[src/rtl/pecc_map.svh]
/*
  Register offsets, status values, error codes and limits of the
  protocol execute / cancel controller.
  Assumes it is included by bare name from the rtl folder.
*/
`ifndef PECC_MAP_SVH
`define PECC_MAP_SVH
`define PECC_A_STATE 16'h54C0
`define PECC_A_CANCEL 16'h54D3
`define PECC_A_COUNT 16'h5500
`define PECC_A_CSTAT 16'h5501
`define PECC_A_MATCH 16'h5510
`define PECC_MATCH_MASK 16'hFFF8
`define PECC_A_CONN 16'h5520
`define PECC_CANCEL_REQ 16'h0001
`define PECC_OK 16'h0000
`define PECC_E_CTRL 16'hC401
`define PECC_E_SET 16'hC402
`define PECC_E_PROTO 16'hC403
`define PECC_E_CANCEL 16'hC404
`define PECC_E_CONN 16'hC407
`define PECC_E_UNIT 16'hC410
`define PECC_E_OPER 16'h4101
`define PECC_ST_IDLE 16'h0000
`define PECC_ST_WTX 16'h0001
`define PECC_ST_SEND 16'h0002
`define PECC_ST_WRX 16'h0003
`define PECC_ST_RECV 16'h0004
`define PECC_ST_CMPL 16'h0005
`define PECC_MAX_PROTO 4'h8
`define PECC_MAX_CONN 5'h10
`define PECC_MAX_SAFE 5'h08
`define PECC_MAX_UNIT 8'hFE
`define PECC_POLL_CYCLES 16
`endif

[src/rtl/pecc_pkg.sv]
/*
  Types of the protocol execute / cancel controller.
  Assumes nothing beyond a SystemVerilog compiler.
*/
`default_nettype none
package pecc_pkg;
  typedef enum logic [2:0] {
    PECC_IDLE = 3'h0,
    PECC_WTX = 3'h1,
    PECC_SEND = 3'h3,
    PECC_WRX = 3'h2,
    PECC_RECV = 3'h6,
    PECC_CMPL = 3'h7,
    PECC_NEXT = 3'h5
  } pecc_state_t;
  typedef enum logic {PECC_S_IDLE = 1'b0, PECC_S_BUSY = 1'b1} pecc_snd_state_t;
endpackage : pecc_pkg
`default_nettype wire

[src/rtl/pecc_snd_if.sv]
/*
  Carrier between the controller top and its fixed-buffer send engine.
  Assumes both ends run on the one core clock.
*/
`default_nettype none
interface pecc_snd_if;
  logic req;
  logic [4:0] conn;
  logic [7:0] unit;
  logic safety;
  logic tx_done;
  logic tx_req;
  logic done;
  logic err;
  logic [15:0] status;
  modport ctl (output req, conn, unit, safety, tx_done,
               input tx_req, done, err, status);
  modport eng (input req, conn, unit, safety, tx_done,
               output tx_req, done, err, status);
endinterface : pecc_snd_if
`default_nettype wire

[src/rtl/pecc_top.sv]
/*
  Protocol execute controller with cancellation and fixed-buffer send.
  Assumes the host obeys the plain register strobes and that the link
  side reports send and receive progress as one-cycle pulses.
*/
// Design decision made here: the strobed register port.
`default_nettype none
`include "pecc_map.svh"
module pecc_top
  import pecc_pkg::*;
#(
  parameter int unsigned POLL_CYCLES = `PECC_POLL_CYCLES
) (
  input wire logic CORE_CLK,
  input wire logic ARST_N,
  input wire logic [15:0] REG_ADDR,
  input wire logic [15:0] REG_WDATA,
  input wire logic REG_WR,
  input wire logic REG_RD,
  output logic [15:0] REG_RDATA,
  input wire logic EXEC_REQ,
  input wire logic [3:0] EXEC_NUM,
  input wire logic [4:0] EXEC_CONN,
  input wire logic EXEC_SETTING_OK,
  output logic EXEC_DONE,
  output logic EXEC_ERR,
  output logic [15:0] EXEC_STATUS,
  output logic [3:0] EXEC_COUNT,
  output logic [2:0] PROTO_IDX,
  input wire logic [1:0] PROTO_TYPE,
  output logic TX_REQ,
  input wire logic TX_ACK,
  input wire logic TX_DONE,
  output logic RX_EN,
  input wire logic RX_START,
  input wire logic RX_DONE,
  input wire logic RX_ERR,
  input wire logic [4:0] RX_MATCH,
  output logic RX_DISCARD,
  input wire logic SND_REQ,
  input wire logic [4:0] SND_CONN,
  input wire logic [7:0] SND_UNIT,
  input wire logic SAFETY_CPU,
  output logic SND_TX_REQ,
  input wire logic SND_TX_DONE,
  output logic SND_DONE,
  output logic SND_ERR,
  output logic [15:0] SND_STATUS
);
  pecc_state_t state_reg;
  pecc_state_t state_next;
  logic [2:0] idx_reg;
  logic [3:0] num_reg;
  logic [15:0] cancel_reg;
  logic [15:0] conn_reg;
  logic cpend_reg;
  logic [3:0] count_reg;
  logic [15:0] cstat_reg;
  logic done_reg;
  logic err_reg;
  logic discard_reg;
  logic [15:0] rdata_reg;
  logic [4:0] match_reg [0:7];
  logic fin;
  logic fin_cxl;
  logic [15:0] fin_code;
  logic [3:0] fin_cnt;
  logic idx_inc;
  logic tick;

  // Periodic processing tick
  pecc_tick #(
    .POLL_CYCLES(POLL_CYCLES)
  ) u_tick (
    .clk(CORE_CLK),
    .arst_n(ARST_N),
    .tick(tick)
  );

  // Fixed-buffer send engine
  pecc_snd_if snd_bus ();
  assign snd_bus.req = SND_REQ;
  assign snd_bus.conn = SND_CONN;
  assign snd_bus.unit = SND_UNIT;
  assign snd_bus.safety = SAFETY_CPU;
  assign snd_bus.tx_done = SND_TX_DONE;
  assign SND_TX_REQ = snd_bus.tx_req;
  assign SND_DONE = snd_bus.done;
  assign SND_ERR = snd_bus.err;
  assign SND_STATUS = snd_bus.status;
  pecc_send u_send (
    .clk(CORE_CLK),
    .arst_n(ARST_N),
    .snd(snd_bus.eng)
  );

  // Register decode
  wire wr_cancel = REG_WR && (REG_ADDR == `PECC_A_CANCEL);
  wire wr_conn = REG_WR && (REG_ADDR == `PECC_A_CONN);
  wire rd_match = (REG_ADDR & `PECC_MATCH_MASK) == `PECC_A_MATCH;
  wire [15:0] match_word = {11'h000, match_reg[REG_ADDR[2:0]]};
  wire [15:0] state_word = (state_reg == PECC_WTX) ? `PECC_ST_WTX :
                           (state_reg == PECC_SEND) ? `PECC_ST_SEND :
                           (state_reg == PECC_WRX) ? `PECC_ST_WRX :
                           (state_reg == PECC_RECV) ? `PECC_ST_RECV :
                           (state_reg == PECC_CMPL) ? `PECC_ST_CMPL :
                           (state_reg == PECC_NEXT) ? `PECC_ST_CMPL : `PECC_ST_IDLE;
  wire [15:0] rd_word = (REG_ADDR == `PECC_A_STATE) ? state_word :
                        (REG_ADDR == `PECC_A_CANCEL) ? cancel_reg :
                        (REG_ADDR == `PECC_A_COUNT) ? {12'h000, count_reg} :
                        (REG_ADDR == `PECC_A_CSTAT) ? cstat_reg :
                        (REG_ADDR == `PECC_A_CONN) ? conn_reg :
                        rd_match ? match_word : 16'h0000;

  // Start checks
  wire cxl_word = cancel_reg == `PECC_CANCEL_REQ;
  wire idle = state_reg == PECC_IDLE;
  wire start = EXEC_REQ && idle && !cxl_word;
  wire num_bad = (EXEC_NUM == 4'h0) || (EXEC_NUM > `PECC_MAX_PROTO);
  wire conn_rng = (EXEC_CONN != 5'h00) && (EXEC_CONN <= `PECC_MAX_CONN);
  wire [3:0] conn_bit = 4'(EXEC_CONN - 5'h01);
  wire conn_pre = conn_rng && conn_reg[conn_bit];
  wire [15:0] chk_code = num_bad ? `PECC_E_CTRL :
                         !EXEC_SETTING_OK ? `PECC_E_SET :
                         !conn_pre ? `PECC_E_CONN : `PECC_OK;
  wire chk_ok = chk_code == `PECC_OK;

  // Cancel polling
  wire cxl_hit = tick && cxl_word && !idle;
  wire cxl_now = cpend_reg || cxl_hit;
  wire has_tx = PROTO_TYPE[0];
  wire has_rx = PROTO_TYPE[1];
  wire [3:0] done_cnt = {1'b0, idx_reg} + 4'h1;
  wire last = done_cnt == num_reg;
  wire pecc_state_t enter = has_tx ? PECC_WTX : PECC_WRX;

  // Sequencer
  always_comb begin
    state_next = state_reg;
    fin = 1'b0;
    fin_cxl = 1'b0;
    fin_code = `PECC_OK;
    fin_cnt = done_cnt;
    idx_inc = 1'b0;
    case (state_reg)
      PECC_IDLE: begin
        if (start && chk_ok) begin
          state_next = enter;
        end else if (start) begin
          fin = 1'b1;
          fin_code = chk_code;
          fin_cnt = 4'h0;
        end
      end
      PECC_WTX: begin
        if (cxl_now) begin
          fin_cxl = 1'b1;
        end else if (TX_ACK) begin
          state_next = PECC_SEND;
        end
      end
      PECC_SEND: begin
        if (TX_DONE && cxl_now) begin
          fin_cxl = 1'b1;
        end else if (TX_DONE) begin
          state_next = has_rx ? PECC_WRX : PECC_CMPL;
        end
      end
      PECC_WRX: begin
        if (cxl_now) begin
          fin_cxl = 1'b1;
        end else if (RX_ERR) begin
          fin = 1'b1;
          fin_code = `PECC_E_PROTO;
        end else if (RX_START) begin
          state_next = PECC_RECV;
        end
      end
      PECC_RECV: begin
        if (RX_ERR) begin
          fin = 1'b1;
          fin_code = `PECC_E_PROTO;
        end else if (RX_DONE && cxl_now) begin
          fin_cxl = 1'b1;
        end else if (RX_DONE) begin
          state_next = PECC_CMPL;
        end
      end
      PECC_CMPL: begin
        if (last) begin
          fin = 1'b1;
        end else if (cxl_now) begin
          fin_cxl = 1'b1;
        end else begin
          idx_inc = 1'b1;
          state_next = PECC_NEXT;
        end
      end
      PECC_NEXT: begin
        if (cxl_now) begin
          fin_cxl = 1'b1;
        end else begin
          state_next = enter;
        end
      end
      default: begin
        state_next = PECC_IDLE;
      end
    endcase
    if (fin_cxl) begin
      fin = 1'b1;
      fin_code = `PECC_E_CANCEL;
    end
    if (fin) begin
      state_next = PECC_IDLE;
    end
  end

  always_ff @(posedge CORE_CLK or negedge ARST_N) begin
    if (!ARST_N) begin
      state_reg <= PECC_IDLE;
      idx_reg <= 3'h0;
      num_reg <= 4'h0;
    end else begin
      state_reg <= state_next;
      if (fin) idx_reg <= 3'h0;
      else if (idx_inc) idx_reg <= idx_reg + 3'h1;
      if (start) num_reg <= EXEC_NUM;
    end
  end

  always_ff @(posedge CORE_CLK or negedge ARST_N) begin
    if (!ARST_N) begin
      cpend_reg <= 1'b0;
    end else if (fin) begin
      cpend_reg <= 1'b0;
    end else if (cxl_hit) begin
      cpend_reg <= 1'b1;
    end
  end

  always_ff @(posedge CORE_CLK or negedge ARST_N) begin
    if (!ARST_N) begin
      done_reg <= 1'b0;
      err_reg <= 1'b0;
      count_reg <= 4'h0;
      cstat_reg <= `PECC_OK;
    end else begin
      done_reg <= fin;
      err_reg <= fin && (fin_code != `PECC_OK);
      if (fin) count_reg <= fin_cnt;
      if (fin) cstat_reg <= fin_code;
    end
  end

  always_ff @(posedge CORE_CLK or negedge ARST_N) begin
    if (!ARST_N) begin
      discard_reg <= 1'b0;
    end else if (start) begin
      discard_reg <= 1'b0;
    end else if (fin_cxl && has_rx) begin
      discard_reg <= 1'b1;
    end
  end

  // Matched receive packet numbers, one word per protocol slot
  genvar gi;
  generate
    for (gi = 0; gi < 8; gi++) begin : g_match
      wire hit = (state_reg == PECC_RECV) && RX_DONE && !RX_ERR && (idx_reg == 3'(gi));
      always_ff @(posedge CORE_CLK or negedge ARST_N) begin
        if (!ARST_N) match_reg[gi] <= 5'h00;
        else if (start) match_reg[gi] <= 5'h00;
        else if (hit) match_reg[gi] <= RX_MATCH;
      end
    end
  endgenerate

  always_ff @(posedge CORE_CLK or negedge ARST_N) begin
    if (!ARST_N) begin
      cancel_reg <= 16'h0000;
      conn_reg <= 16'h0000;
      rdata_reg <= 16'h0000;
    end else begin
      if (wr_cancel) cancel_reg <= REG_WDATA;
      if (wr_conn) conn_reg <= REG_WDATA;
      if (REG_RD) rdata_reg <= rd_word;
    end
  end

  assign REG_RDATA = rdata_reg;
  assign EXEC_DONE = done_reg;
  assign EXEC_ERR = err_reg;
  assign EXEC_STATUS = cstat_reg;
  assign EXEC_COUNT = count_reg;
  assign PROTO_IDX = idx_reg;
  assign TX_REQ = state_reg == PECC_WTX;
  assign RX_EN = (state_reg == PECC_WRX) || (state_reg == PECC_RECV);
  assign RX_DISCARD = discard_reg;
endmodule : pecc_top
`default_nettype wire

[src/rtl/pecc_tick.sv]
/*
  Periodic processing divider: one-cycle tick every POLL_CYCLES clocks.
  Assumes the core clock and its asynchronous active-low reset.
*/
`default_nettype none
`include "pecc_map.svh"
module pecc_tick #(
  parameter int unsigned POLL_CYCLES = `PECC_POLL_CYCLES
) (
  input wire logic clk,
  input wire logic arst_n,
  output logic tick
);
  localparam int unsigned CW = $clog2(POLL_CYCLES) + 1;
  localparam logic [CW-1:0] LAST = CW'(POLL_CYCLES - 1);
  logic [CW-1:0] cnt_reg;
  wire wrap = cnt_reg == LAST;
  always_ff @(posedge clk or negedge arst_n) begin
    if (!arst_n) cnt_reg <= '0;
    else cnt_reg <= wrap ? '0 : cnt_reg + CW'(1);
  end
  assign tick = wrap;
endmodule : pecc_tick
`default_nettype wire

[src/rtl/pecc_send.sv]
/*
  Fixed-buffer send engine: checks the setting data, then hands the send
  to the link and reports completion as one-cycle pulses.
  Assumes the link raises tx_done once per accepted tx_req.
*/
`default_nettype none
`include "pecc_map.svh"
module pecc_send
  import pecc_pkg::*;
(
  input wire logic clk,
  input wire logic arst_n,
  pecc_snd_if.eng snd
);
  pecc_snd_state_t st_reg;
  logic done_reg;
  logic err_reg;
  logic [15:0] status_reg;
  wire [4:0] conn_max = snd.safety ? `PECC_MAX_SAFE : `PECC_MAX_CONN;
  wire conn_bad = (snd.conn == 5'h00) || (snd.conn > conn_max);
  wire unit_bad = snd.unit > `PECC_MAX_UNIT;
  wire take = snd.req && (st_reg == PECC_S_IDLE);
  wire [15:0] chk_code = (conn_bad && snd.safety) ? `PECC_E_OPER :
                         conn_bad ? `PECC_E_CONN :
                         unit_bad ? `PECC_E_UNIT : `PECC_OK;
  wire bad = chk_code != `PECC_OK;
  wire fin_ok = (st_reg == PECC_S_BUSY) && snd.tx_done;
  always_ff @(posedge clk or negedge arst_n) begin
    if (!arst_n) begin
      st_reg <= PECC_S_IDLE;
      done_reg <= 1'b0;
      err_reg <= 1'b0;
      status_reg <= `PECC_OK;
    end else begin
      done_reg <= (take && bad) || fin_ok;
      err_reg <= take && bad;
      if (take) status_reg <= chk_code;
      if (take && !bad) st_reg <= PECC_S_BUSY;
      else if (fin_ok) st_reg <= PECC_S_IDLE;
    end
  end
  assign snd.tx_req = st_reg == PECC_S_BUSY;
  assign snd.done = done_reg;
  assign snd.err = err_reg;
  assign snd.status = status_reg;
endmodule : pecc_send
`default_nettype wire

[config.mk]
export PLATFORM = sky130hd
export DESIGN_NAME = pecc_top
export DESIGN_NICKNAME = d
export VERILOG_FILES = /design/src/rtl/pecc_pkg.sv /design/src/rtl/pecc_snd_if.sv /design/src/rtl/pecc_top.sv /design/src/rtl/pecc_tick.sv /design/src/rtl/pecc_send.sv
export VERILOG_INCLUDE_DIRS = /design/src /design/src/rtl
export SDC_FILE = /design/constraint.sdc
export NUM_CORES = 1
export LEC_CHECK = 0
export BUFFER_PORTS_ARGS = -buffer_cell sky130_fd_sc_hd__buf_2
export CAP_MARGIN = 20
export CORE_AREA = 2 2 118 120
export DETAILED_ROUTE_END_ITERATION = 7
export DIE_AREA = 0 0 120 122
export PLACE_DENSITY_LB_ADDON = 0.15
export SYNTH_ARGS = -nofsm -noshare
export SYNTH_HDL_FRONTEND = slang
export SYNTH_SLANG_ARGS = --single-unit
export TNS_END_PERCENT = 10
[constraint.sdc]
create_clock -name CORE_CLK -period 2.2 [get_ports CORE_CLK]
set_input_delay 0.66 -clock CORE_CLK [delete_from_list [all_inputs] [get_ports CORE_CLK]]
set_output_delay 0.66 -clock CORE_CLK [all_outputs]
set_load 0.01 [all_outputs]
Yosys cells after proc, flatten, opt, wreduce, memory -nomap -nowiden
Cells that the tools add are included.
{"block": "word_totals", "register_bits": 146, "inputBits": 75, "output_inout_bits": 63, "wordCells": 224}
{"block": "op_classes", "n_addsub": 4, "order_cmp": 6, "n_eq_ne": 36, "mux": 92, "bitwise_logic": 2, "n_reduce_logical": 59}
{"cell": "$mux 16", "count": 16}
{"cell": "$mux 5", "count": 21}
{"cell": "$eq 16x15->1 const B", "count": 5}
{"cell": "$mux 3", "count": 24}
{"cell": "$pmux 16 s3", "count": 1}
{"cell": "$ne 3x3->1 const B", "count": 12}
{"cell": "$reduce_bool 16->1", "count": 2}
{"cell": "$logic_and 1x1->1", "count": 28}
{"cell": "$reduce_bool 2->1", "count": 12}
{"cell": "$eq 3x3->1 const B", "count": 7}
{"cell": "$mux 1", "count": 21}
{"cell": "$pmux 3 s7", "count": 1}
{"cell": "$eq 16x1->1 const B", "count": 1}
{"cell": "$logic_not 16->1", "count": 1}
{"cell": "$bmux 5 s3", "count": 1}
{"cell": "$reduce_and 14->1", "count": 1}
{"cell": "$eq 13x12->1 const B", "count": 1}
{"cell": "$eq 3x2->1 const B", "count": 4}
{"cell": "$mux 4", "count": 3}
{"cell": "$gt 8x8->1 const B", "count": 1}
{"cell": "$pmux 1 s4", "count": 2}
{"cell": "$eq 3x1->1 const B", "count": 2}
{"cell": "$logic_not 3->1", "count": 2}
{"cell": "$add 5x1->5 const B", "count": 1}
{"cell": "other kinds (22)", "count": 29}

Logic depth before layout (Yosys ltp)
Gate-level depths: netlist (run 1).
{"block": "logic_depth", "ltp_word": 14, "mapped_depth": 9, "mapped_depth_nobuf": 8}

Hierarchy
From an unflattened synthesis (run 1), not the netlist that was laid out.
{"block": "hier_totals", "cells_unflattened": 636, "hier_area_um2": 6652.6}
{"module": "pecc_top", "n_inst": 1, "cells_each": 562, "area_each_um2": 5868.1, "seq_area_each_um2": 2752.6}
{"module": "pecc_send", "n_inst": 1, "cells_each": 57, "area_each_um2": 570.5, "seq_area_each_um2": 225.2}
{"module": "pecc_tick", "n_inst": 1, "cells_each": 17, "area_each_um2": 214.0, "seq_area_each_um2": 125.1}

Worst setup path after synthesis (run 1)
Ideal clock, no wire load.
{"block": "synth_timing", "path_type": "input to register", "startpoint": "input port EXEC_CONN[0]", "endpoint": "register cstat_reg[14] (netlist: EXEC_STATUS[14])", "setup_ns": 0.118, "arrival_time_ns": 2.647, "required_time_ns": 2.082, "slack_ns": -0.565, "cell_stages": 9, "path_buffers": 1, "path_cell_list": "buf_2 > inv_1 > ha_1 > or2_2 > a211o_1 > a211oi_1 > nor3b_2 > or3_1 > a21o_1"}
{"block": "synth_via", "elab_chain_cells": 12, "word_cells_on_any_way": 19, "classes_between": "1 x add/sub; 1 x order compare; 12 x mux; 5 x reduce/logical"}
{"item": "start, declared", "line_no": "pecc_top.sv:23", "source": "input wire logic [4:0] EXEC_CONN,"}
{"item": "$sub 4x1->4", "line_no": "pecc_top.sv:121", "source": "wire [3:0] conn_bit = 4'(EXEC_CONN - 5'h01);"}
{"item": "$bmux 1 s4", "line_no": "pecc_top.sv:122", "source": "wire conn_pre = conn_rng && conn_reg[conn_bit];"}
{"item": "$mux 1 (implied by the code)", "line_no": "pecc_top.sv:122"}
{"item": "$logic_and 1x1->1 (*)", "line_no": "pecc_top.sv:122"}
{"item": "$mux 16 (no line) (*) (3 in a row)"}
{"item": "$logic_not 16->1 (no line)"}
{"item": "$logic_and 1x1->1", "line_no": "pecc_top.sv:147", "source": "if (start && chk_ok) begin"}
{"item": "$mux 1 / $mux 16 (equally long branches)", "line_no": "pecc_top.sv:147"}
{"item": "$pmux 1 s4 / $pmux 16 s3 (equally long branches)", "line_no": "pecc_top.sv:145", "source": "case (state_reg)"}
{"item": "$mux 1 / $mux 16 (equally long branches)", "line_no": "pecc_top.sv:210", "source": "if (fin_cxl) begin"}
{"item": "end signal, assigned", "line_no": "pecc_top.sv:247", "source": "cstat_reg <= `PECC_OK;"}
{"item": "end signal, assigned", "line_no": "pecc_top.sv:252", "source": "if (fin) cstat_reg <= fin_code;"}
{"item": "end, declared", "line_no": "pecc_top.sv:58", "source": "logic [15:0] cstat_reg;"}
Mark *: on every way between the ends. The rest lies on a longest branch, timed or not. The select of a mux whose other input is x is not followed.
A chain may end at the register's enable or synchronous reset.

Worst setup path in the final report (run 1)
{"block": "layout_timing", "startpoint": "register idx_reg[0] (netlist: PROTO_IDX[0])", "endpoint": "register cstat_reg[14] (netlist: EXEC_STATUS[14])"}
{"block": "layout_via", "elab_chain_cells": 5, "word_cells_on_any_way": 8, "classes_between": "1 x add/sub; 1 x eq/ne; 6 x mux"}
{"item": "start, declared", "line_no": "pecc_top.sv:52", "source": "logic [2:0] idx_reg;"}
{"item": "start signal, assigned", "line_no": "pecc_top.sv:227", "source": "else if (idx_inc) idx_reg <= idx_reg + 3'h1;"}
{"item": "$add 3x1->4 (*)", "line_no": "pecc_top.sv:133", "source": "wire [3:0] done_cnt = {1'b0, idx_reg} + 4'h1;"}
{"item": "$eq 4x4->1 (*)", "line_no": "pecc_top.sv:134", "source": "wire last = done_cnt == num_reg;"}
{"item": "$mux 1", "line_no": "pecc_top.sv:190", "source": "if (last) begin"}
{"item": "$pmux 1 s4", "line_no": "pecc_top.sv:145"}
{"item": "$mux 16 / $mux 1 (equally long branches)", "line_no": "pecc_top.sv:210"}
Mark *: on every way between the ends. The rest lies on a longest branch, timed or not.

==> results of run 1 <==
[cells in the mapped netlist, types with 5 or more instances]
library cell / count / share of area, %
a21oi_1: 22 / 1.7
a222oi_1: 5 / 0.76
a22oi_1: 9 / 1.0
and3_1: 6 / 0.57
buf_2: 8 / 0.61
buf_4: 22 / 2.5
clkbuf_1: 17 / 0.97
dfrtp_1: 124 / 47
ha_1: 11 / 2.1
inv_1: 18 / 1.0
mux2_2: 34 / 5.8
mux2_4: 10 / 2.3
mux2i_1: 43 / 6.6
mux4_2: 14 / 4.8
nand2_1: 25 / 1.4
nand2b_1: 8 / 0.76
nand3_1: 13 / 0.99
nand3b_1: 5 / 0.57
nor2_1: 76 / 4.4
nor3_1: 7 / 0.54
o21ai_0: 12 / 0.92
o22ai_1: 5 / 0.48
xor2_1: 5 / 0.67
[cells by family after synthesis]
family | after synthesis | share of synthesized area, %
flip-flops | 124 | 47.41
multiplexers | 101 | 19.54
AND/OR/NAND/NOR | 179 | 14.26
adder cells (fa/ha/maj) | 11 | 2.103
AO/OA/AOI/OAI | 93 | 9.941
buffers and inverters | 69 | 5.486
other | 1 | 0.05730
XOR/XNOR | 9 | 1.204
[critical path, stage by stage, from the launching register on]
cell and delay (ns):
dfrtp_1 0.41, inv_1 0.13, ha_4 0.22, xor2_1 0.15
nor2_1 0.15, and3_4 0.24, a2111oi_4 0.08, buf_4 0.17
or3_4 0.37, a21o_1 0.15
[repair_timing]
| item | in CTS | in global routing |
|---|---|---|
| setup endpoints to repair | 17 | 21 |
| setup buffers | 0 | 1 |
| pin swaps | 4 | 4 |
| gates resized for setup | 12 | 14 |
[report_power, final]
part,leakage [nW],switching (mW),total [mW],internal (mW)
combinational,2.41,0.931,1.67,0.739
clock,0.326,1.05,3.24,2.19
sequential,1.67,0.155,2.62,2.47
[area by class of cell]
cell class	instances	area, um2
flip-flops and latches	124	3103
inverters	18	72.57
repair buffers	200	1250
well taps	180	225.2
fillers	1100	4845
clock buffers	19	452.9
clock inverters	13	237.7
multi-input cells	411	3318
[how the worst min path moves through the flow]
stage	start	to	slack [ns]	cells past startpoint
finish	ARST_N	state_reg[2]	0.06	1
floorplan	ARST_N	EXEC_COUNT[0]	0.36	0
detailed placement	u_tick.cnt_reg[0]	u_tick.cnt_reg[0]	0.45	1
global placement	u_tick.cnt_reg[0]	u_tick.cnt_reg[0]	0.44	1
CTS	ARST_N	state_reg[2]	0.06	1
global route	ARST_N	EXEC_ERR	0.05	1
[metrics by stage]
| step | instance area [um2] | instances | setup TNS [ns] | hold WS (ns) | util [%] |
|---|---|---|---|---|---|
| floorplan | 6666 | 604 | -5.529 | 0.3644 | - |
| global placement | 7829 | 932 | -16.83 | 0.4393 | 57.97 |
| detailed placement | 7829 | 932 | -18.80 | 0.4510 | 57.97 |
| CTS | 8586 | 964 | 0 | 0.05575 | 63.58 |
| global route | 8660 | 965 | -0.1406 | 0.05239 | 64.12 |
| finish | 8660 | 965 | 0 | 0.06277 | 64.12 |
[per-layer routing]
metal	part of all wire, %	routed length, um	GRT usage (%)
met1	42	7289	31.02
met2	51	8724	41.87
met3	4.6	792	5.197
met4	2.2	382	9.779
met5	0	0	0
==> run summary, run 1 <==
Mapped Area: 6545 um2
Routed WL per cell: 17.81 um
Required @ worst endpoint: 2.52 ns
Layout cells sized above 1: 41.15%
Clk_skew: 0.007633 ns
Root buffer cell: clkbuf_16
Worst setup EP type: register
F_max: 457.0 MHz
Die Area: 14640 um2
Measured slew at the worst slew-check pin: 0.7346 ns
Max reg flops: 40
Main flop type after synthesis: dfrtp_1
Total CTS buffers: 17
EDFF count, synth: 0
Htree depth: 4
Startpoint Class: register
Setup crit end: EXEC_STATUS[14]
Vias: 5286
Chip Width: 120 um
Clock Latency Late Sink: 0.43 ns
Critical path arrival: 2.50 ns
Diode count: 0
Core Region: 13500 um2
Final Max Slew Viols: 0
Slew headroom: 50.61%
GP Congestion: 0.8817
Global-route wire length before repair: 27.70 mm
CTS tree: built
Leading cell type in the layout, fill and taps excluded: dfrtp_1
Status: finished clean
Min cycle time layout: 2.188 ns
RSZ-0062 raised after global routing: yes
Yosys Warn Count: 0
Ys async rst share: 100.0%
Worst-path clk slew: 0.06 ns
Initial antenna violation count: 0
Max Cap Violations: 0
Period utilisation layout: 99.46%
Leak Pwr: 4.408 nW
Crit path max fanout: 4
Vias per cell: 5.478
Crit path kind: register to register
Total gr overflow: 0
Synth cell types: 68
Fin. Hold Viols: 0
Critical Path Start: PROTO_IDX[0]
Final wirelength: 17.19 mm
Initial core utilization: 48.47%
#FFs+latches synth: 124
Worst slack, placed: -0.4666 ns
Initial DRC Count: 324
Final ANT Viol Nets: 0
Commonest cells after routing, fill and taps aside: dfrtp_1, buf_2, buf_4
Total Power: 7.535 mW
Sequential-to-total area share from yosys stat: 47.41%
DRT Pass-1 Iters: 8
Final nets: 858
Reg2reg end: EXEC_STATUS[14]
Final setup margin: 0.01196 ns
# port buffers: 119
Reg2reg path depth: 9
CTS Buffer Depth: 2
Cell Rows: 43
Drt drc: 0
Total GRT Usage: 24.70%
Hold buffer count at CTS: 0
Mapped Cells: 587
Cell Pwr Density: 870.1 nW/um2
FF-to-FF setup slack: 0.01 ns
Clk sinks: 124
Post-DP HPWL: 12.51 mm
Final setup vio count: 0
Die Ht: 122 um
Maximum VDD drop: 0.5730 mV
Worst r2r src: PROTO_IDX[0]
Area Overhead vs Synth: 32.31%
Largest net degree at the start of global routing: 64
Min-Delay Path Class: input pin to asynchronous set/reset pin
I/O Pins: 138
Mean post-synth cell area: 11.15 um2
Vias in the first global route: 5365
Power figures use the tool's default switching activity.
==> run 2, diff against run 1 <==
==> constraint.sdc (replaced) <==
create_clock -name CORE_CLK -period 2.2 [get_ports CORE_CLK]
set_input_delay 0.11 -clock CORE_CLK [delete_from_list [all_inputs] [get_ports CORE_CLK]]
set_output_delay 0.11 -clock CORE_CLK [all_outputs]
set_load 0.01 [all_outputs]
==> run summary, run 2 (synthesis results as in run 1) <==
Status: finished clean (unchanged)
Largest net degree at the start of global routing: 52 (was 64)
Diode count: 0 (unchanged)
Vias per cell: 5.404 (was 5.478)
Core Region: 13500 um2 (unchanged)
Routed WL per cell: 17.21 um (was 17.81 um)
Critical path arrival: 2.49 ns (was 2.50 ns)
Min-Delay Path Class: input pin to register (was input pin to asynchronous set/reset pin)
Worst setup EP type: register (unchanged)
Vias: 5258 (was 5286)
Sw Share: 28.54% (was 28.35%)
Reg area: 3105 um2 (was 3103 um2)
Sequential Power Share: 36.4% (was 34.8%)
I/O Pins: 138 (unchanged)
Combinational power share: 23.6% (was 22.2%)
Post-Route Utilization: 63.97% (was 64.12%)
Leading cell type in the layout, fill and taps excluded: dfrtp_1 (unchanged)
Clk_skew: 0.007434 ns (was 0.007633 ns)
Reg2reg path depth: 8 (was 9)
Fin. Hold Viols: 0 (unchanged)
Clk sinks: 124 (unchanged)
NetSw: 2.038 mW (was 2.136 mW)
Period utilisation layout: 98.50% (was 99.46%)
# port buffers: 119 (unchanged)
Filler cell count: 1099 (was 1100)
Crit-path max cell delay: 0.39 ns (was 0.41 ns)
CTS tree: built (unchanged)
RSZ-0062 raised after global routing: yes (unchanged)
Cell-internal power: 5.104 mW (was 5.399 mW)
F_max: 461.5 MHz (was 457.0 MHz)
Root buffer cell: clkbuf_16 (unchanged)
Startpoint Class: register (unchanged)
Initial core utilization: 48.47% (unchanged)
Required @ worst endpoint: 2.53 ns (was 2.52 ns)
Crit path kind: register to register (unchanged)
Final wirelength: 16.75 mm (was 17.19 mm)
Total gr overflow: 0 (unchanged)
Cell Rows: 43 (unchanged)
GP Congestion: 0.8509 (was 0.8817)
Crit path max fanout: 4 (unchanged)
CTS Buffer Depth: 2 (unchanged)
Clock Latency Late Sink: 0.41 ns (was 0.43 ns)
Final Max Slew Viols: 0 (unchanged)
Clock power share: 40.1% (was 43.0%)
Final nets: 866 (was 858)
Cell area after placement: 7635 um2 (was 7829 um2)
Hold Path Depth: 3
Initial DRC Count: 340 (was 324)
Vias in the first global route: 5187 (was 5365)
Sum Neg Setup Slack: 0 ns (unchanged)
Finished Cell Area: 8638 um2 (was 8660 um2)
Die Area: 14640 um2 (unchanged)
Post-DP HPWL: 11.95 mm (was 12.51 mm)
Min cycle time layout: 2.167 ns (was 2.188 ns)
Total Power: 7.142 mW (was 7.535 mW)
Layout cells sized above 1: 37.83% (was 41.15%)
Final setup vio count: 0 (unchanged)
Crit-path slowest cell: dfrtp_1 (unchanged)
Drt drc: 0 (unchanged)
Slew headroom: 52.66% (was 50.61%)
Cell Pwr Density: 826.8 nW/um2 (was 870.1 nW/um2)
Initial antenna violation count: 0 (unchanged)
Commonest cells after routing, fill and taps aside: dfrtp_1, buf_2, nor2_1 (was dfrtp_1, buf_2, buf_4)
Worst-path clk slew: 0.06 ns (about the same)
Total GRT Usage: 23.38% (was 24.70%)
Global-route wire length before repair: 26.44 mm (was 27.70 mm)
Critical Path, Cell by Cell: ha_1, and4b_1, nor2b_1, a21oi_2, buf_4, nand3b_1, or2_2, a21oi_1 (was inv_1, ha_4, xor2_1, nor2_1, and3_4, a2111oi_4, buf_4, or3_4, a21o_1)
Maximum VDD drop: 0.4587 mV (was 0.5730 mV)
Area Overhead vs Synth: 31.98% (was 32.31%)
Max reg flops: 40 (unchanged)
Die Ht: 122 um (unchanged)
Measured slew at the worst slew-check pin: 0.7100 ns (was 0.7346 ns)
Htree depth: 4 (unchanged)
DRT Pass-1 Iters: 5 (was 8)
Final ANT Viol Nets: 0 (unchanged)
Leak Pwr: 4.390 nW (was 4.408 nW)
Footprint of the multi-input gates: 3278 um2 (was 3318 um2)
Chip Width: 120 um (unchanged)
Max Cap Violations: 0 (unchanged)
Total CTS buffers: 17 (unchanged)
run 2: changes by cell type in the layout (fill, tap and decap cells not counted), moves of 3 or more:
cell / before / now
buf_4: 79 / 62
clkinv_4: 3 / 0
clkinv_2: 0 / 4
bufinv_16: 6 / 3
clkbuf_1: 0 / 4
clkinvlp_4: 3 / 0
dlygate4sd3_1: 0 / 26
run 2: repair_timing:
item | CTS | global route
gates resized for setup | 13 | 10
buffers inserted | 1 | 3
pin swaps | 2 | 7
hold buffers | 26 | 0
endpoints found under the setup margin | 16 | 16
hold endpoints to repair | 88 | 0
cloned | 0 | 0
run 2: worst paths after layout:
kind                                            from                   end  slack [ns]
worst max-delay path               u_tick.cnt_reg[0]          PROTO_IDX[2]        0.03
worst min-delay path                     SND_UNIT[7]  u_send.snd.status[4]        0.03
worst max register to register     u_tick.cnt_reg[0]          PROTO_IDX[2]        0.03
worst min register to register  u_send.snd.status[8]  u_send.snd.status[8]        0.50
max in group asynchronous                     ARST_N         cancel_reg[5]        1.16
min in group asynchronous                     ARST_N             cpend_reg        0.30
run 2: final cells by class:
class                   instances  area share [%]
flip-flops and latches        124           35.95
multi-input cells             411           37.95
clock inverters                 7           1.275
repair buffers                208           15.70
clock buffers                  25           5.736
inverters                      18          0.7822
well taps                     180           2.607
run 2: power by group through the flow:
stage	Combinational, mW	Clock [mW]	Sequential, mW
after floorplan	0.912	0	2.66
after global placement	1.56	0	2.63
after detailed placement	1.57	0	2.63
after CTS	1.64	2.90	2.60
after global routing	1.85	3.00	2.62
final	1.68	2.86	2.60
run 2: metrics by stage:
step                      setup slack [ns]  hold slack (ns)  instances
final                              0.03298          0.02587        973
after global routing              -0.07526          0.03009        973
after CTS                        -0.001926         0.008194        970
after detailed placement           -0.1387           0.2135        911
after global placement            -0.05461           0.1990        911
after floorplan                   -0.04181          -0.1856        604
run 2: layer usage:
metal	part of all wire, %	vias up	GRT usage (%)	wire (um)
li1	-	2480	-	-
met4	1.9	0	9.926	317
met5	0	-	0	0
met3	4.4	26	4.354	736
met2	49	164	37.93	8158
met1	45	2588	30.91	7534
run 2: critical path: cells and delay by family, from the launching register on:
kind | cells | cell delay, ns
and+or+nand+nor | 4 | 0.92
DFF | 1 | 0.39
AOI/OAI and AO/OA | 2 | 0.39
adders and majority gates | 1 | 0.22
buffers and inverters | 1 | 0.16
==> run 3, diff against run 2 <==
--- a/config.mk
+++ b/config.mk
@@ -12,6 +12,7 @@
 export DETAILED_ROUTE_END_ITERATION = 7
 export DIE_AREA = 0 0 120 122
 export PLACE_DENSITY_LB_ADDON = 0.15
+export SETUP_SLACK_MARGIN = 0.15
 export SYNTH_ARGS = -nofsm -noshare
 export SYNTH_HDL_FRONTEND = slang
 export SYNTH_SLANG_ARGS = --single-unit
==> run summary, run 3 (synthesis results as in run 1) <==
Clk_skew: 0.01260 ns (was 0.007434 ns)
Total CTS buffers: 17 (unchanged)
F_max: 468.5 MHz (was 461.5 MHz)
Final ANT Viol Nets: 0 (unchanged)
Routed WL per cell: 17.51 um (was 17.21 um)
Measured slew at the worst slew-check pin: 0.7066 ns (was 0.7100 ns)
Period utilisation layout: 97.02% (was 98.50%)
Hold Path Depth: 3 (unchanged)
WHS Endpoint: u_send.snd.status[4] (unchanged)
Worst r2r src: PROTO_IDX[0] (was u_tick.cnt_reg[0])
Crit path kind: register to register (unchanged)
GP Congestion: 0.9005 (was 0.8509)
Sum Neg Setup Slack: 0 ns (unchanged)
Reg2reg end: cpend_reg (was PROTO_IDX[2])
Slew headroom: 52.90% (was 52.66%)
Post-DP HPWL: 12.24 mm (was 11.95 mm)
CP delay by family, top: flip-flops (was simple AND/OR/NAND/NOR gates)
Cell Rows: 43 (unchanged)
Global-route wire length before repair: 27.06 mm (was 26.44 mm)
Max Cap Violations: 0 (unchanged)
Min cycle time layout: 2.134 ns (was 2.167 ns)
Leak Pwr: 4.384 nW (was 4.390 nW)
Worst-path clk slew: 0.05 ns (was 0.06 ns)
Final wirelength: 17.02 mm (was 16.75 mm)
Max reg flops: 40 (unchanged)
Die Ht: 122 um (unchanged)
Root buffer cell: clkbuf_16 (unchanged)
Vias: 5251 (was 5258)
Post-Route Utilization: 64.57% (was 63.97%)
Core Region: 13500 um2 (unchanged)
Critical Path, Cell by Cell: ha_4, ha_4, xor2_2, and3_4, a2111o_1, nand3b_1, buf_6, nor2_1 (was ha_1, and4b_1, nor2b_1, a21oi_2, buf_4, nand3b_1, or2_2, a21oi_1)
Area Overhead vs Synth: 33.22% (was 31.98%)
Crit-path most repeated cell: ha_4
Critical path arrival: 2.43 ns (was 2.49 ns)
Worst slack, placed: 0.01510 ns (was -0.1387 ns)
I/O Pins: 138 (unchanged)
Crit-path slowest cell: dfrtp_2 (was dfrtp_1)
WP buf/inv: 1 (unchanged)
Largest net degree at the start of global routing: 125 (was 52)
Min-Delay Path Class: input pin to register (unchanged)
Vias per cell: 5.402 (was 5.404)
Clk sinks: 124 (unchanged)
Drt drc: 0 (unchanged)
Hold Path Origin: SND_UNIT[7] (unchanged)
Commonest cells after routing, fill and taps aside: dfrtp_1, buf_2, nor2_1 (unchanged)
Startpoint Class: register (unchanged)
Worst setup EP type: register (unchanged)
RSZ-0062 raised after global routing: yes (unchanged)
Met3 Track Usage GR: 4.541% (was 4.354%)
Chip Width: 120 um (unchanged)
# port buffers: 119 (unchanged)
M1 GR Usage: 32.09% (was 30.91%)
Layout cells sized above 1: 40.46% (was 37.83%)
Initial DRC Count: 328 (was 340)
Die Area: 14640 um2 (unchanged)
Final nets: 865 (was 866)
Leading cell type in the layout, fill and taps excluded: dfrtp_1 (unchanged)
Vias in the first global route: 5205 (was 5187)
Required @ worst endpoint: 2.50 ns (was 2.53 ns)
FF-to-FF setup slack: 0.07 ns (was 0.03 ns)
Initial antenna violation count: 1 (was 0)
Met2 Use GR: 38.60% (was 37.93%)
Htree depth: 4 (unchanged)
Gr busiest metal: met2 (unchanged)
CTS Buffer Depth: 2 (unchanged)
Initial core utilization: 48.47% (unchanged)
Cells after DPL: 907 (was 911)
Total gr overflow: 0 (unchanged)
CTS tree: built (unchanged)
Status: finished clean (unchanged)
DRT Pass-1 Iters: 5 (unchanged)
Cell Pwr Density: 824.6 nW/um2 (was 826.8 nW/um2)
Final Max Slew Viols: 0 (unchanged)
Reg2reg path depth: 8 (unchanged)
Total GRT Usage: 23.98% (was 23.38%)
Post-route insts no fill: 972 (was 973)
Fin. Hold Viols: 0 (unchanged)
Crit path max fanout: 5 (was 4)
Final setup vio count: 0 (unchanged)
Clock Latency Late Sink: 0.41 ns (about the same)
Crit-path max cell delay: 0.45 ns (was 0.39 ns)
Final setup margin: 0.06565 ns (was 0.03298 ns)
Maximum VDD drop: 0.4655 mV (was 0.4587 mV)
-- run 3: cell types whose count changed in the layout (fill, tap and decap cells not counted), sizes merged --
| cell | delta |
|---|---|
| clkbuf | -5 |
| clkinvlp | +4 |
| buf | -1 |
| bufinv | -1 |
| clkinv | +1 |
| diode | +1 |
-- run 3: report_power, final --
group	internal, mW	switching, mW	leakage [nW]	total, mW
Clock	1.74	0.993	0.280	2.73
Sequential	2.47	0.141	1.67	2.61
Combinational	0.818	1.03	2.44	1.84
-- run 3: tightest hold or removal path, stage by stage --
cell and delay (ns):
buf_2 0.10, nand4_1 0.12, o41ai_1 0.08
-- run 3: timing repair --
item                                    in CTS  in global routing
hold buffers                                26                  0
buffers inserted                             5                  2
pin swaps                                    4                 20
endpoints found under the setup margin      18                 36
endpoints found under the hold margin      165                  0
resized for setup                            6                 33
-- run 3: area by class of cell --
type                    count  area (um2)
multi-input cells         411        3369
clock buffers              20       466.7
diodes                      1       2.502
well taps                 180       225.2
fillers                  1101        4785
repair buffers            207        1364
inverters                  18       67.56
clock inverters            11       118.9
flip-flops and latches    124        3105
-- run 3: worst max-delay path by stage --
stage                      endpoint         startpoint  cells past startpoint  slack, ns
floorplan            EXEC_STATUS[0]  u_tick.cnt_reg[0]                      7       0.15
global placement       REG_RDATA[2]        REG_ADDR[0]                      7       0.02
detailed placement  EXEC_STATUS[14]       PROTO_IDX[1]                      8       0.02
CTS                 EXEC_STATUS[14]       PROTO_IDX[0]                      8       0.07
global route        EXEC_STATUS[14]       PROTO_IDX[1]                      8     -0.004
finish                    cpend_reg       PROTO_IDX[0]                      8       0.07
-- run 3: routing by layer --
layer	vias up	routed length [um]
met2	183	8082
met4	0	482
met5	-	0
li1	2477	-
met1	2557	7511
met3	34	943
-- run 3: metrics by stage --
step / total power [mW] / hold WS [ns] / instance area [um2]
after floorplan: 3.599 / -0.1856 / 6685
final: 7.190 / 0.03540 / 8720
after detailed placement: 4.298 / 0.2660 / 7659
after CTS: 7.120 / 0.01947 / 8563
after global routing: 7.545 / 0.06709 / 8717
after global placement: 4.288 / 0.2653 / 7659
